===== src/shared/sadd_pkg.sv =====
// Constants, types and carriers shared by the serial adder sequencer
package sadd_pkg;

    // ------------------------------------------------------------
    // Widths
    // ------------------------------------------------------------
    localparam int SADD_WORD_W = 12;
    localparam int SADD_CNT_W  = 4;

    // ------------------------------------------------------------
    // Register offsets (byte addresses)
    // ------------------------------------------------------------
    localparam logic [7:0] SADD_OFF_CTRL = 8'h00;
    localparam logic [7:0] SADD_OFF_ACC  = 8'h04;
    localparam logic [7:0] SADD_OFF_WORD = 8'h08;
    localparam logic [7:0] SADD_OFF_STAT = 8'h0C;

    // ------------------------------------------------------------
    // Field positions
    // ------------------------------------------------------------
    localparam int SADD_CTRL_RUN      = 0;
    localparam int SADD_CTRL_OP_LSB   = 1;
    localparam int SADD_CTRL_FTEN     = 4;
    localparam int SADD_CTRL_FELEVEN  = 5;
    localparam int SADD_CTRL_SCNT_LSB = 8;
    localparam int SADD_STAT_CARRY    = 0;
    localparam int SADD_STAT_OVF      = 1;
    localparam int SADD_STAT_BUSY     = 2;
    localparam int SADD_STAT_SKIP     = 3;
    localparam int SADD_STAT_PH_LSB   = 4;
    localparam int SADD_STAT_CNT_LSB  = 8;

    // ------------------------------------------------------------
    // Reset values and counts
    // ------------------------------------------------------------
    localparam logic [31:0] SADD_CTRL_RST  = 32'h0000_0000;
    localparam logic [11:0] SADD_WORD_RST  = 12'h000;
    localparam logic [3:0]  SADD_CNT_RST   = 4'h0;
    localparam logic [3:0]  SADD_END_ADD   = 4'hB;
    localparam logic [3:0]  SADD_END_INC   = 4'hD;
    localparam logic [3:0]  SADD_END_SHIFT = 4'h0;
    localparam logic [1:0]  SADD_TAIL_ADD  = 2'h2;

    // ------------------------------------------------------------
    // Enumerations
    // ------------------------------------------------------------
    typedef enum logic [2:0] {
        OP_NONE     = 3'b000,
        OP_ADD      = 3'b001,
        OP_AND_ACC  = 3'b010,
        OP_INC_SKIP = 3'b011,
        OP_LOG_RSH  = 3'b100,
        OP_ARI_RSH  = 3'b101,
        OP_ROT_RSH  = 3'b110
    } sadd_op_t;

    typedef enum logic [3:0] {
        PH_IDLE   = 4'b0000,
        PH_FETCH1 = 4'b0001,
        PH_FETCH2 = 4'b0010,
        PH_FETCH3 = 4'b0011,
        PH_FETCH4 = 4'b0100,
        PH_FETCH5 = 4'b0101,
        PH_FETCH6 = 4'b0110,
        PH_EXEC1  = 4'b0111,
        PH_EXEC2  = 4'b1000,
        PH_EXEC3  = 4'b1001,
        PH_EXEC4  = 4'b1010,
        PH_EXEC5  = 4'b1011,
        PH_EXEC6  = 4'b1100
    } sadd_phase_t;

    // ------------------------------------------------------------
    // Carriers
    // ------------------------------------------------------------
    typedef struct packed {
        logic        addr_reset;
        logic        cycle_start;
        logic        read_select;
        logic [11:0] wdata;
    } sadd_mem_t;

    typedef struct packed {
        sadd_phase_t phase;
        logic        counter_step;
        logic        acc_shift;
        logic        word_shift;
        logic        arith_timing;
        logic        end_of_count;
        logic        mem_cycle_cond;
        logic        pc_advance;
        logic        fetch_start;
    } sadd_timing_t;

endpackage


===== src/logic/sadd_core.sv =====
// Bit-serial adder sequencer: add, and-to-accumulator, increment-skip
`timescale 1ns/1ps
// Overview of operation
// - Add/and: step counter on entering execute three, no data shift.
// - Step counter entering execute four; hold there while count not ended.
// - Function ten low, eleven high: timing on, end flag false, shifts on.
// - First pulse in execute four shifts both registers, third counter step.
// - Each clock shifts and steps; end flag at count 11, after shift nine.
// - Next clock enters fetch one, skipping execute five; two shifts more.
// - Add: sum is full-adder sum of accumulator bit, word bit, carry.
// - Add: carry sets on both ones, holds on any one, clears on none.
// - Carry still set after add sets overflow in next fetch four.
// - And: shift in one only when both low bits are one; no carry.
// - Increment-skip: read word, increment serially, write back, skip on zero.
// - Execute one: reset address logic and word, set carry, start read.
// - Increment-skip: step in three, load memory word, step entering four.
// - Increment-skip: only word shift pulses; they clock carry too.
// - Carry and one: shift zero; first zero: shift one, clear carry.
// - Increment-skip ends count at 13 after 11 shifts; no fetch in four.
// - After shift 11: clear read select, cycle condition, skip if zero.
// - Next clock: execute five, shift 12, clear/write cycle in five, six.
// - Increment-skip execute six raises fetch start for next clock.
// - Right shifts load ones complement count; rotate routes low bit to high.
// - Carry cleared in fetch five of every instruction.
module sadd_core
    import sadd_pkg::*;
#(
    parameter int WORD_W = SADD_WORD_W
) (
    // Clock and reset
    input  wire logic         pclk,
    input  wire logic         presetn,
    // APB slave
    input  wire logic         psel,
    input  wire logic         penable,
    input  wire logic         pwrite,
    input  wire logic [7:0]   paddr,
    input  wire logic [31:0]  pwdata,
    output logic [31:0]       prdata,
    output logic              pready,
    output logic              pslverr,
    // Core memory
    input  wire logic [11:0]  mem_rdata,
    output sadd_mem_t         mem_out,
    // Timing and control strobes
    output sadd_timing_t      timing_out
);

    // ------------------------------------------------------------
    // Declarations
    // ------------------------------------------------------------
    sadd_phase_t       phase;
    sadd_phase_t       next_phase;
    sadd_op_t          op;
    logic [31:0]       ctrl;
    logic [WORD_W-1:0] acc;
    logic [WORD_W-1:0] word;
    logic [3:0]        cnt;
    logic [1:0]        tail;
    logic              carry_flop;
    logic              overflow_flop;
    logic              skip_seen;
    logic              read_select;
    logic              cycle_start;
    sadd_op_t          ctrl_op;
    logic              function_bit_ten;
    logic              function_bit_eleven;
    logic              op_shift;
    logic              op_addlike;
    logic              arith_shift_timing;
    logic              end_of_count_flag;
    logic [3:0]        count_end;
    logic              in_hold;
    logic              do_shift;
    logic              accumulator_shift_pulse;
    logic              word_shift_pulse;
    logic              counter_step_pulse;
    logic              adder_sum_out;
    logic              next_carry;
    logic              inc_done;
    logic              program_counter_advance;
    logic              fetch_start_condition;
    logic              address_logic_reset;
    logic              apb_wr;
    logic              apb_rd;
    logic              busy;

    assign ctrl_op             = sadd_op_t'(ctrl[SADD_CTRL_OP_LSB +: 3]);
    assign function_bit_ten    = ctrl[SADD_CTRL_FTEN];
    assign function_bit_eleven = ctrl[SADD_CTRL_FELEVEN];
    assign busy                = (phase != PH_IDLE);
    assign apb_wr              = psel & penable & pready & pwrite;
    assign apb_rd              = psel & ~penable;

    // ------------------------------------------------------------
    // Decode and shift control
    // ------------------------------------------------------------
    always_comb begin
        op_shift   = (op == OP_LOG_RSH) | (op == OP_ARI_RSH) |
                     (op == OP_ROT_RSH);
        op_addlike = (op == OP_ADD) | (op == OP_AND_ACC);
        in_hold    = (phase == PH_EXEC4) & (op != OP_NONE);
        // Shift timing from the function bits; shifts use their own path
        arith_shift_timing = in_hold &
            ((~function_bit_ten & function_bit_eleven) | op_shift);
        if (op == OP_INC_SKIP) begin
            count_end = SADD_END_INC;
        end else if (op_shift) begin
            count_end = SADD_END_SHIFT;
        end else begin
            count_end = SADD_END_ADD;
        end
        // Flag is forced false while timing runs and count not reached
        end_of_count_flag = ~arith_shift_timing |
                            (cnt == count_end);
        do_shift = arith_shift_timing | (tail != 2'h0);
        accumulator_shift_pulse = do_shift &
                                  (op_addlike | op_shift);
        word_shift_pulse = do_shift &
                           (op_addlike | (op == OP_INC_SKIP));
        counter_step_pulse = ((phase == PH_EXEC2) & (op != OP_NONE)) |
                             ((phase == PH_EXEC3) & (op != OP_NONE)) |
                             arith_shift_timing;
        inc_done = in_hold & (op == OP_INC_SKIP) &
                   arith_shift_timing & (cnt == SADD_END_INC);
        program_counter_advance = inc_done & word[0] &
                                  carry_flop;
        fetch_start_condition = (phase == PH_EXEC6) |
                                ((phase == PH_EXEC3) & (op == OP_NONE));
        address_logic_reset = (phase == PH_EXEC1);
    end

    // ------------------------------------------------------------
    // Serial adder
    // ------------------------------------------------------------
    always_comb begin
        adder_sum_out = 1'b0;
        next_carry    = carry_flop;
        case (op)
            OP_ADD: begin
                adder_sum_out = acc[0] ^ word[0] ^ carry_flop;
                next_carry = carry_flop ? (acc[0] | word[0])
                                        : (acc[0] & word[0]);
            end
            OP_AND_ACC: begin
                adder_sum_out = acc[0] & word[0];
                next_carry    = 1'b0;
            end
            OP_INC_SKIP: begin
                adder_sum_out = word[0] ^ carry_flop;
                next_carry    = word[0] & carry_flop;
            end
            OP_ARI_RSH: begin
                adder_sum_out = acc[WORD_W-1];
            end
            OP_ROT_RSH: begin
                adder_sum_out = acc[0];
            end
            default: begin
                adder_sum_out = 1'b0;
            end
        endcase
    end

    // ------------------------------------------------------------
    // Timer phase sequencing
    // ------------------------------------------------------------
    always_comb begin
        next_phase = phase;
        case (phase)
            PH_IDLE: begin
                if (ctrl[SADD_CTRL_RUN]) begin
                    next_phase = PH_FETCH1;
                end
            end
            PH_FETCH1: next_phase = PH_FETCH2;
            PH_FETCH2: next_phase = PH_FETCH3;
            PH_FETCH3: next_phase = PH_FETCH4;
            PH_FETCH4: next_phase = PH_FETCH5;
            PH_FETCH5: next_phase = PH_FETCH6;
            PH_FETCH6: begin
                next_phase = ctrl[SADD_CTRL_RUN] ? PH_EXEC1 : PH_IDLE;
            end
            PH_EXEC1: next_phase = PH_EXEC2;
            PH_EXEC2: next_phase = PH_EXEC3;
            PH_EXEC3: begin
                next_phase = (op == OP_NONE) ? PH_FETCH1 : PH_EXEC4;
            end
            PH_EXEC4: begin
                // Held here until the count ends; increment-skip never
                // starts a fetch from this phase
                if (end_of_count_flag) begin
                    next_phase = (op == OP_INC_SKIP) ? PH_EXEC5
                                                     : PH_FETCH1;
                end
            end
            PH_EXEC5: next_phase = PH_EXEC6;
            PH_EXEC6: next_phase = PH_FETCH1;
            default:  next_phase = PH_IDLE;
        endcase
    end

    always_ff @(posedge pclk or negedge presetn) begin
        if (!presetn) begin
            phase <= PH_IDLE;
        end else begin
            phase <= next_phase;
        end
    end

    // Instruction latched at the end of fetch; held through the next
    // fetch so the overflow check sees the previous instruction
    always_ff @(posedge pclk or negedge presetn) begin
        if (!presetn) begin
            op <= OP_NONE;
        end else if (phase == PH_FETCH6) begin
            op <= ctrl_op;
        end
    end

    // ------------------------------------------------------------
    // Shift counter and trailing shifts
    // ------------------------------------------------------------
    always_ff @(posedge pclk or negedge presetn) begin
        if (!presetn) begin
            cnt <= SADD_CNT_RST;
        end else if (phase == PH_EXEC1) begin
            cnt <= op_shift ? ~ctrl[SADD_CTRL_SCNT_LSB +: 4]
                            : SADD_CNT_RST;
        end else if (counter_step_pulse) begin
            cnt <= cnt + 4'h1;
        end
    end

    always_ff @(posedge pclk or negedge presetn) begin
        if (!presetn) begin
            tail <= 2'h0;
        end else if (in_hold & op_addlike & end_of_count_flag &
                     arith_shift_timing) begin
            tail <= SADD_TAIL_ADD;
        end else if (tail != 2'h0) begin
            tail <= tail - 2'h1;
        end
    end

    // ------------------------------------------------------------
    // Accumulator and word registers
    // ------------------------------------------------------------
    always_ff @(posedge pclk or negedge presetn) begin
        if (!presetn) begin
            acc <= SADD_WORD_RST;
        end else if (accumulator_shift_pulse) begin
            acc <= {adder_sum_out, acc[WORD_W-1:1]};
        end else if (apb_wr & ~busy & (paddr == SADD_OFF_ACC)) begin
            acc <= pwdata[WORD_W-1:0];
        end
    end

    always_ff @(posedge pclk or negedge presetn) begin
        if (!presetn) begin
            word <= SADD_WORD_RST;
        end else if (phase == PH_EXEC1 && op != OP_NONE) begin
            word <= SADD_WORD_RST;
        end else if (phase == PH_EXEC3 && op != OP_NONE) begin
            word <= mem_rdata[WORD_W-1:0];
        end else if (word_shift_pulse) begin
            word <= {adder_sum_out, word[WORD_W-1:1]};
        end
    end

    // ------------------------------------------------------------
    // Carry, overflow and skip flags
    // ------------------------------------------------------------
    always_ff @(posedge pclk or negedge presetn) begin
        if (!presetn) begin
            carry_flop <= 1'b0;
        end else if (phase == PH_EXEC1 && op == OP_INC_SKIP) begin
            carry_flop <= 1'b1;
        end else if (phase == PH_FETCH5) begin
            carry_flop <= 1'b0;
        end else if ((op == OP_INC_SKIP) ? word_shift_pulse
                                         : accumulator_shift_pulse) begin
            carry_flop <= next_carry;
        end
    end

    always_ff @(posedge pclk or negedge presetn) begin
        if (!presetn) begin
            overflow_flop <= 1'b0;
        end else if (phase == PH_FETCH4 && op == OP_ADD && carry_flop) begin
            overflow_flop <= 1'b1;
        end else if (accumulator_shift_pulse & acc[0] &
                     ((op == OP_LOG_RSH) | (op == OP_ARI_RSH))) begin
            overflow_flop <= 1'b1;
        end else if (apb_wr && paddr == SADD_OFF_STAT &&
                     pwdata[SADD_STAT_OVF]) begin
            overflow_flop <= 1'b0;
        end
    end

    always_ff @(posedge pclk or negedge presetn) begin
        if (!presetn) begin
            skip_seen <= 1'b0;
        end else if (program_counter_advance) begin
            skip_seen <= 1'b1;
        end else if (apb_wr && paddr == SADD_OFF_STAT &&
                     pwdata[SADD_STAT_SKIP]) begin
            skip_seen <= 1'b0;
        end
    end

    // ------------------------------------------------------------
    // Memory cycle control
    // ------------------------------------------------------------
    always_ff @(posedge pclk or negedge presetn) begin
        if (!presetn) begin
            read_select <= 1'b1;
        end else if (inc_done) begin
            read_select <= 1'b0;
        end else if (phase == PH_FETCH1) begin
            read_select <= 1'b1;
        end
    end

    // Level that spans the memory cycle: read in execute two and three,
    // write in execute five and six
    always_ff @(posedge pclk or negedge presetn) begin
        if (!presetn) begin
            cycle_start <= 1'b0;
        end else if (phase == PH_EXEC1 &&
                     (op_addlike | (op == OP_INC_SKIP))) begin
            cycle_start <= 1'b1;
        end else if (inc_done) begin
            cycle_start <= 1'b1;
        end else if (phase == PH_EXEC3 || phase == PH_EXEC6) begin
            cycle_start <= 1'b0;
        end
    end

    // ------------------------------------------------------------
    // Registered outputs
    // ------------------------------------------------------------
    always_ff @(posedge pclk or negedge presetn) begin
        if (!presetn) begin
            mem_out <= '0;
        end else begin
            mem_out.addr_reset  <= address_logic_reset;
            mem_out.cycle_start <= cycle_start;
            mem_out.read_select <= read_select;
            mem_out.wdata       <= word;
        end
    end

    always_ff @(posedge pclk or negedge presetn) begin
        if (!presetn) begin
            timing_out <= '0;
        end else begin
            timing_out.phase          <= phase;
            timing_out.counter_step   <= counter_step_pulse;
            timing_out.acc_shift      <= accumulator_shift_pulse;
            timing_out.word_shift     <= word_shift_pulse;
            timing_out.arith_timing   <= arith_shift_timing;
            timing_out.end_of_count   <= end_of_count_flag;
            timing_out.mem_cycle_cond <= inc_done;
            timing_out.pc_advance     <= program_counter_advance;
            timing_out.fetch_start    <= fetch_start_condition;
        end
    end

    // ------------------------------------------------------------
    // APB register access
    // ------------------------------------------------------------
    always_ff @(posedge pclk or negedge presetn) begin
        if (!presetn) begin
            ctrl <= SADD_CTRL_RST;
        end else if (apb_wr && paddr == SADD_OFF_CTRL) begin
            ctrl <= pwdata;
        end
    end

    always_ff @(posedge pclk or negedge presetn) begin
        if (!presetn) begin
            pready  <= 1'b0;
            pslverr <= 1'b0;
            prdata  <= 32'h0000_0000;
        end else begin
            pready  <= apb_rd;
            pslverr <= 1'b0;
            prdata  <= 32'h0000_0000;
            if (apb_rd) begin
                if (paddr == SADD_OFF_CTRL) begin
                    prdata <= ctrl;
                end else if (paddr == SADD_OFF_ACC) begin
                    prdata <= {20'h00000, acc};
                end else if (paddr == SADD_OFF_WORD) begin
                    prdata <= {20'h00000, word};
                end else if (paddr == SADD_OFF_STAT) begin
                    prdata[SADD_STAT_CARRY] <= carry_flop;
                    prdata[SADD_STAT_OVF]   <= overflow_flop;
                    prdata[SADD_STAT_BUSY]  <= busy;
                    prdata[SADD_STAT_SKIP]  <= skip_seen;
                    prdata[SADD_STAT_PH_LSB +: 4] <= phase;
                    prdata[SADD_STAT_CNT_LSB +: 4] <= cnt;
                end else begin
                    pslverr <= 1'b1;
                end
            end
        end
    end

endmodule // sadd_core


===== config.mk =====
export PLATFORM = sky130hd
export DESIGN_NAME = sadd_core
export DESIGN_NICKNAME = d
export VERILOG_FILES = /design/src/shared/sadd_pkg.sv /design/src/logic/sadd_core.sv
export SDC_FILE = /design/constraint.sdc
export NUM_CORES = 1
export LEC_CHECK = 0
export BUFFER_PORTS_ARGS = -buffer_cell sky130_fd_sc_hd__buf_4
export CAP_MARGIN = 10
export CORE_ASPECT_RATIO = 1.2
export CORE_UTILIZATION = 59
export DETAILED_ROUTE_END_ITERATION = 10
export PLACE_DENSITY = 0.85
export SLEW_MARGIN = 40
export SYNTH_ARGS = -nofsm -noshare
export SYNTH_HDL_FRONTEND = slang
export SYNTH_SLANG_ARGS = --single-unit

===== constraint.sdc =====
create_clock -name pclk -period 3.8 [get_ports pclk]
set_input_delay 0.57 -clock pclk [delete_from_list [all_inputs] [get_ports pclk]]
set_output_delay 0.57 -clock pclk [all_outputs]
set_load 0.01 [all_outputs]

==> metrics <==
Setup-failing EPs final=0; CTS Root Cell=clkbuf_16; share of cells above drive strength 1=0.361; worst path arrival time=2.84 ns; DRT iter0 DRCs=318; standard-cell rows=39; vias in the first global route=4,158; Clock Sinks=135; CP Capture Type=register; CTS Hold Bufs=0; Initial Utilization=0.608; # Post-CTS Setup Buffers=0; outcome=complete, no violations; Setup CP Type=register to register; commonest non-fill, non-tap cells in the layout=134 x dfrtp_1, 120 x buf_4, 38 x nand2_1; gpl congestion=0.960; drt first pass iters=5; H-tree depth=4; DRC viols=0; Yosys Warn Count=0; Power Density=497 nW/um^2; Crit path required time=4.09 ns; Multi-input gate area=2220 sq um; fin crit period=2.54 ns; synthesized area per cell=12.5 sq um; critical-path maximum fanout=16; DP Area=6710 sq um; diode count=0; peak-usage layer in the global routing report=met2; Mapped Area=5780 sq um; DRT antenna net count=0; port bufs=117; Syn Inst Count=461; R2R setup slack=1.26 ns; EDFF count, synth=0; Hold Vio Cnt, Final=0; relative slew slack=0.473; Lkg Pwr=3.60 nW; fin. max-slew vios=0; reg-to-reg critical path startpoint=phase[2]; worst hold slack=0.171 ns; met1 usage=0.358; Final nets=634; Finished Cell Area=7300 sq um; first-pass GRT wire length=21,600 microns; post-synthesis cell type count=64; Place WS=1.25 ns; die width=92.4 microns; # IOs=118; DRT Wirelength=13,500 microns; Core Area=9520 sq um; initial antenna violation count=0; Area Overhead vs Synth=26.2%; register area share after synthesis=0.584; fin crit share=0.669; Die Y=110 microns; total track usage=0.284; clock skew=0.00671 ns; largest net degree at the start of global routing=81; Fillers=581; FF-to-FF End=word[11]; Achievable Freq=393 MHz; Max-cap violations=0; ys async rst share=1.00; Net Count, Synth=523; R2R depth=5; setup ws final=1.26 ns; GR Layer Usage met3=0.0647; peak supply drop=315 uV; Tightest Pin Transition=0.788 ns; Startpoint Class=register; worst hold path type=primary input to async pin; wire per inst=19.1 microns; die area=10,200 sq um; grt ovf=0; via count=4,201; post-CTS resize count=0; Worst-path clk slew=0.06 ns; Clock Latency Late Sink=0.41 ns; Inserted Clock Buffers=17; Final HPWL DP=9310 microns; most common cell after layout, fill and taps aside=dfrtp_1; most used flip-flop cell after synthesis=dfrtp_1; clock buffer depth=2; Seq. cell area=3380 sq um; RSZ-0062 raised after global routing=no; setup TNS=0 ns; Seq cells post-synth=135; routing usage on met2=0.471; CTS tree=done; Via density=5.94
-- worst max-delay path by stage --
stage                  start         to  slack [ns]  cells past startpoint
finish              phase[2]   word[11]        1.26                      5
detailed placement  paddr[5]   ctrl[21]        1.25                      7
floorplan           paddr[2]  prdata[0]        1.97                      4
CTS                 phase[2]   word[11]        1.29                      5
global placement    paddr[5]   ctrl[17]        1.39                      7
global route        phase[2]   word[11]        1.10                      5
-- area by class of cell --
type | count | share of cell area
Clock buffer | 21 | 0.0617
Clock inverter | 10 | 0.0177
Inverter | 14 | 0.00720
Multi-Input combinational cell | 283 | 0.304
Sequential cell | 135 | 0.463
Tap cell | 123 | 0.0211
Timing Repair Buffer | 121 | 0.125
-- kinds of logic after synthesis --
kind of cell               after synthesis  synth area share
AOI/OAI and AO/OA                       79            0.0999
xor gates and xnor gates                 6           0.00908
adders and majority gates                5            0.0108
buffers and inverters                   43            0.0350
DFF                                    135             0.584
muxes                                   62             0.139
and+or+nand+nor                        131             0.122
-- worst max-delay path, cell delays in order (launching register included) --
cell,delay [ns]
dfrtp_1,0.65
nor2b_1,0.47
a22o_1,0.21
nand3_1,0.34
nand2_2,0.37
mux2_2,0.36
-- state kept, by name, indices dropped and copies added, names as in the netlist, 2 cells and up --
register and flops:
phase 4, acc 12, op 3, mem_out 15, ctrl 32, cnt 4, word 12, prdata 32
timing_out 12, tail 2
-- where the power goes --
part           total, mW  internal (mW)  switching [mW]
Sequential          1.61           1.50           0.107
Clock               1.60           1.04           0.567
Combinational      0.414          0.204           0.211
-- layer usage --
| layer | wire [microns] | share of wire | up-vias |
|---|---|---|---|
| li1 | - | - | 1858 |
| met1 | 5270 | 0.39 | 2094 |
| met2 | 7030 | 0.52 | 215 |
| met3 | 864 | 0.064 | 34 |
| met4 | 367 | 0.027 | 0 |
| met5 | 0 | 0 | - |
-- cell usage after synthesis, types with 2 or more instances --
library cell | n | area share
a211oi_1 | 2 | 0.0026
a21o_1 | 2 | 0.0026
a21oi_1 | 7 | 0.0061
a221oi_1 | 2 | 0.0030
a2bb2oi_1 | 11 | 0.017
a41oi_1 | 2 | 0.0030
and2_1 | 21 | 0.023
and3_1 | 13 | 0.014
buf_2 | 9 | 0.0078
buf_6 | 4 | 0.0078
clkbuf_1 | 15 | 0.0097
dfrtp_1 | 134 | 0.58
ha_1 | 5 | 0.011
inv_1 | 14 | 0.0091
mux2_2 | 36 | 0.070
mux2i_1 | 15 | 0.026
mux4_2 | 11 | 0.043
nand2_1 | 38 | 0.025
nand2b_1 | 3 | 0.0032
nand3_1 | 9 | 0.0078
nand3b_1 | 2 | 0.0026
nor2_1 | 15 | 0.0097
nor2b_1 | 7 | 0.0076
nor3_1 | 6 | 0.0052
nor4_1 | 3 | 0.0032
o21ai_0 | 28 | 0.024
o22a_1 | 2 | 0.0030
o22ai_1 | 2 | 0.0022
o31ai_1 | 2 | 0.0026
or3_1 | 2 | 0.0022
xnor2_1 | 6 | 0.0091
-- stage by stage --
stage | utilization | instances | power (mW)
floorplan | - | 461 | 1.85
global placement | 0.704 | 676 | 2.01
detailed placement | 0.706 | 676 | 2.04
CTS | 0.766 | 707 | 3.64
global route | 0.767 | 707 | 3.77
finish | 0.767 | 707 | 3.62
Power figures use the tool's default switching activity.
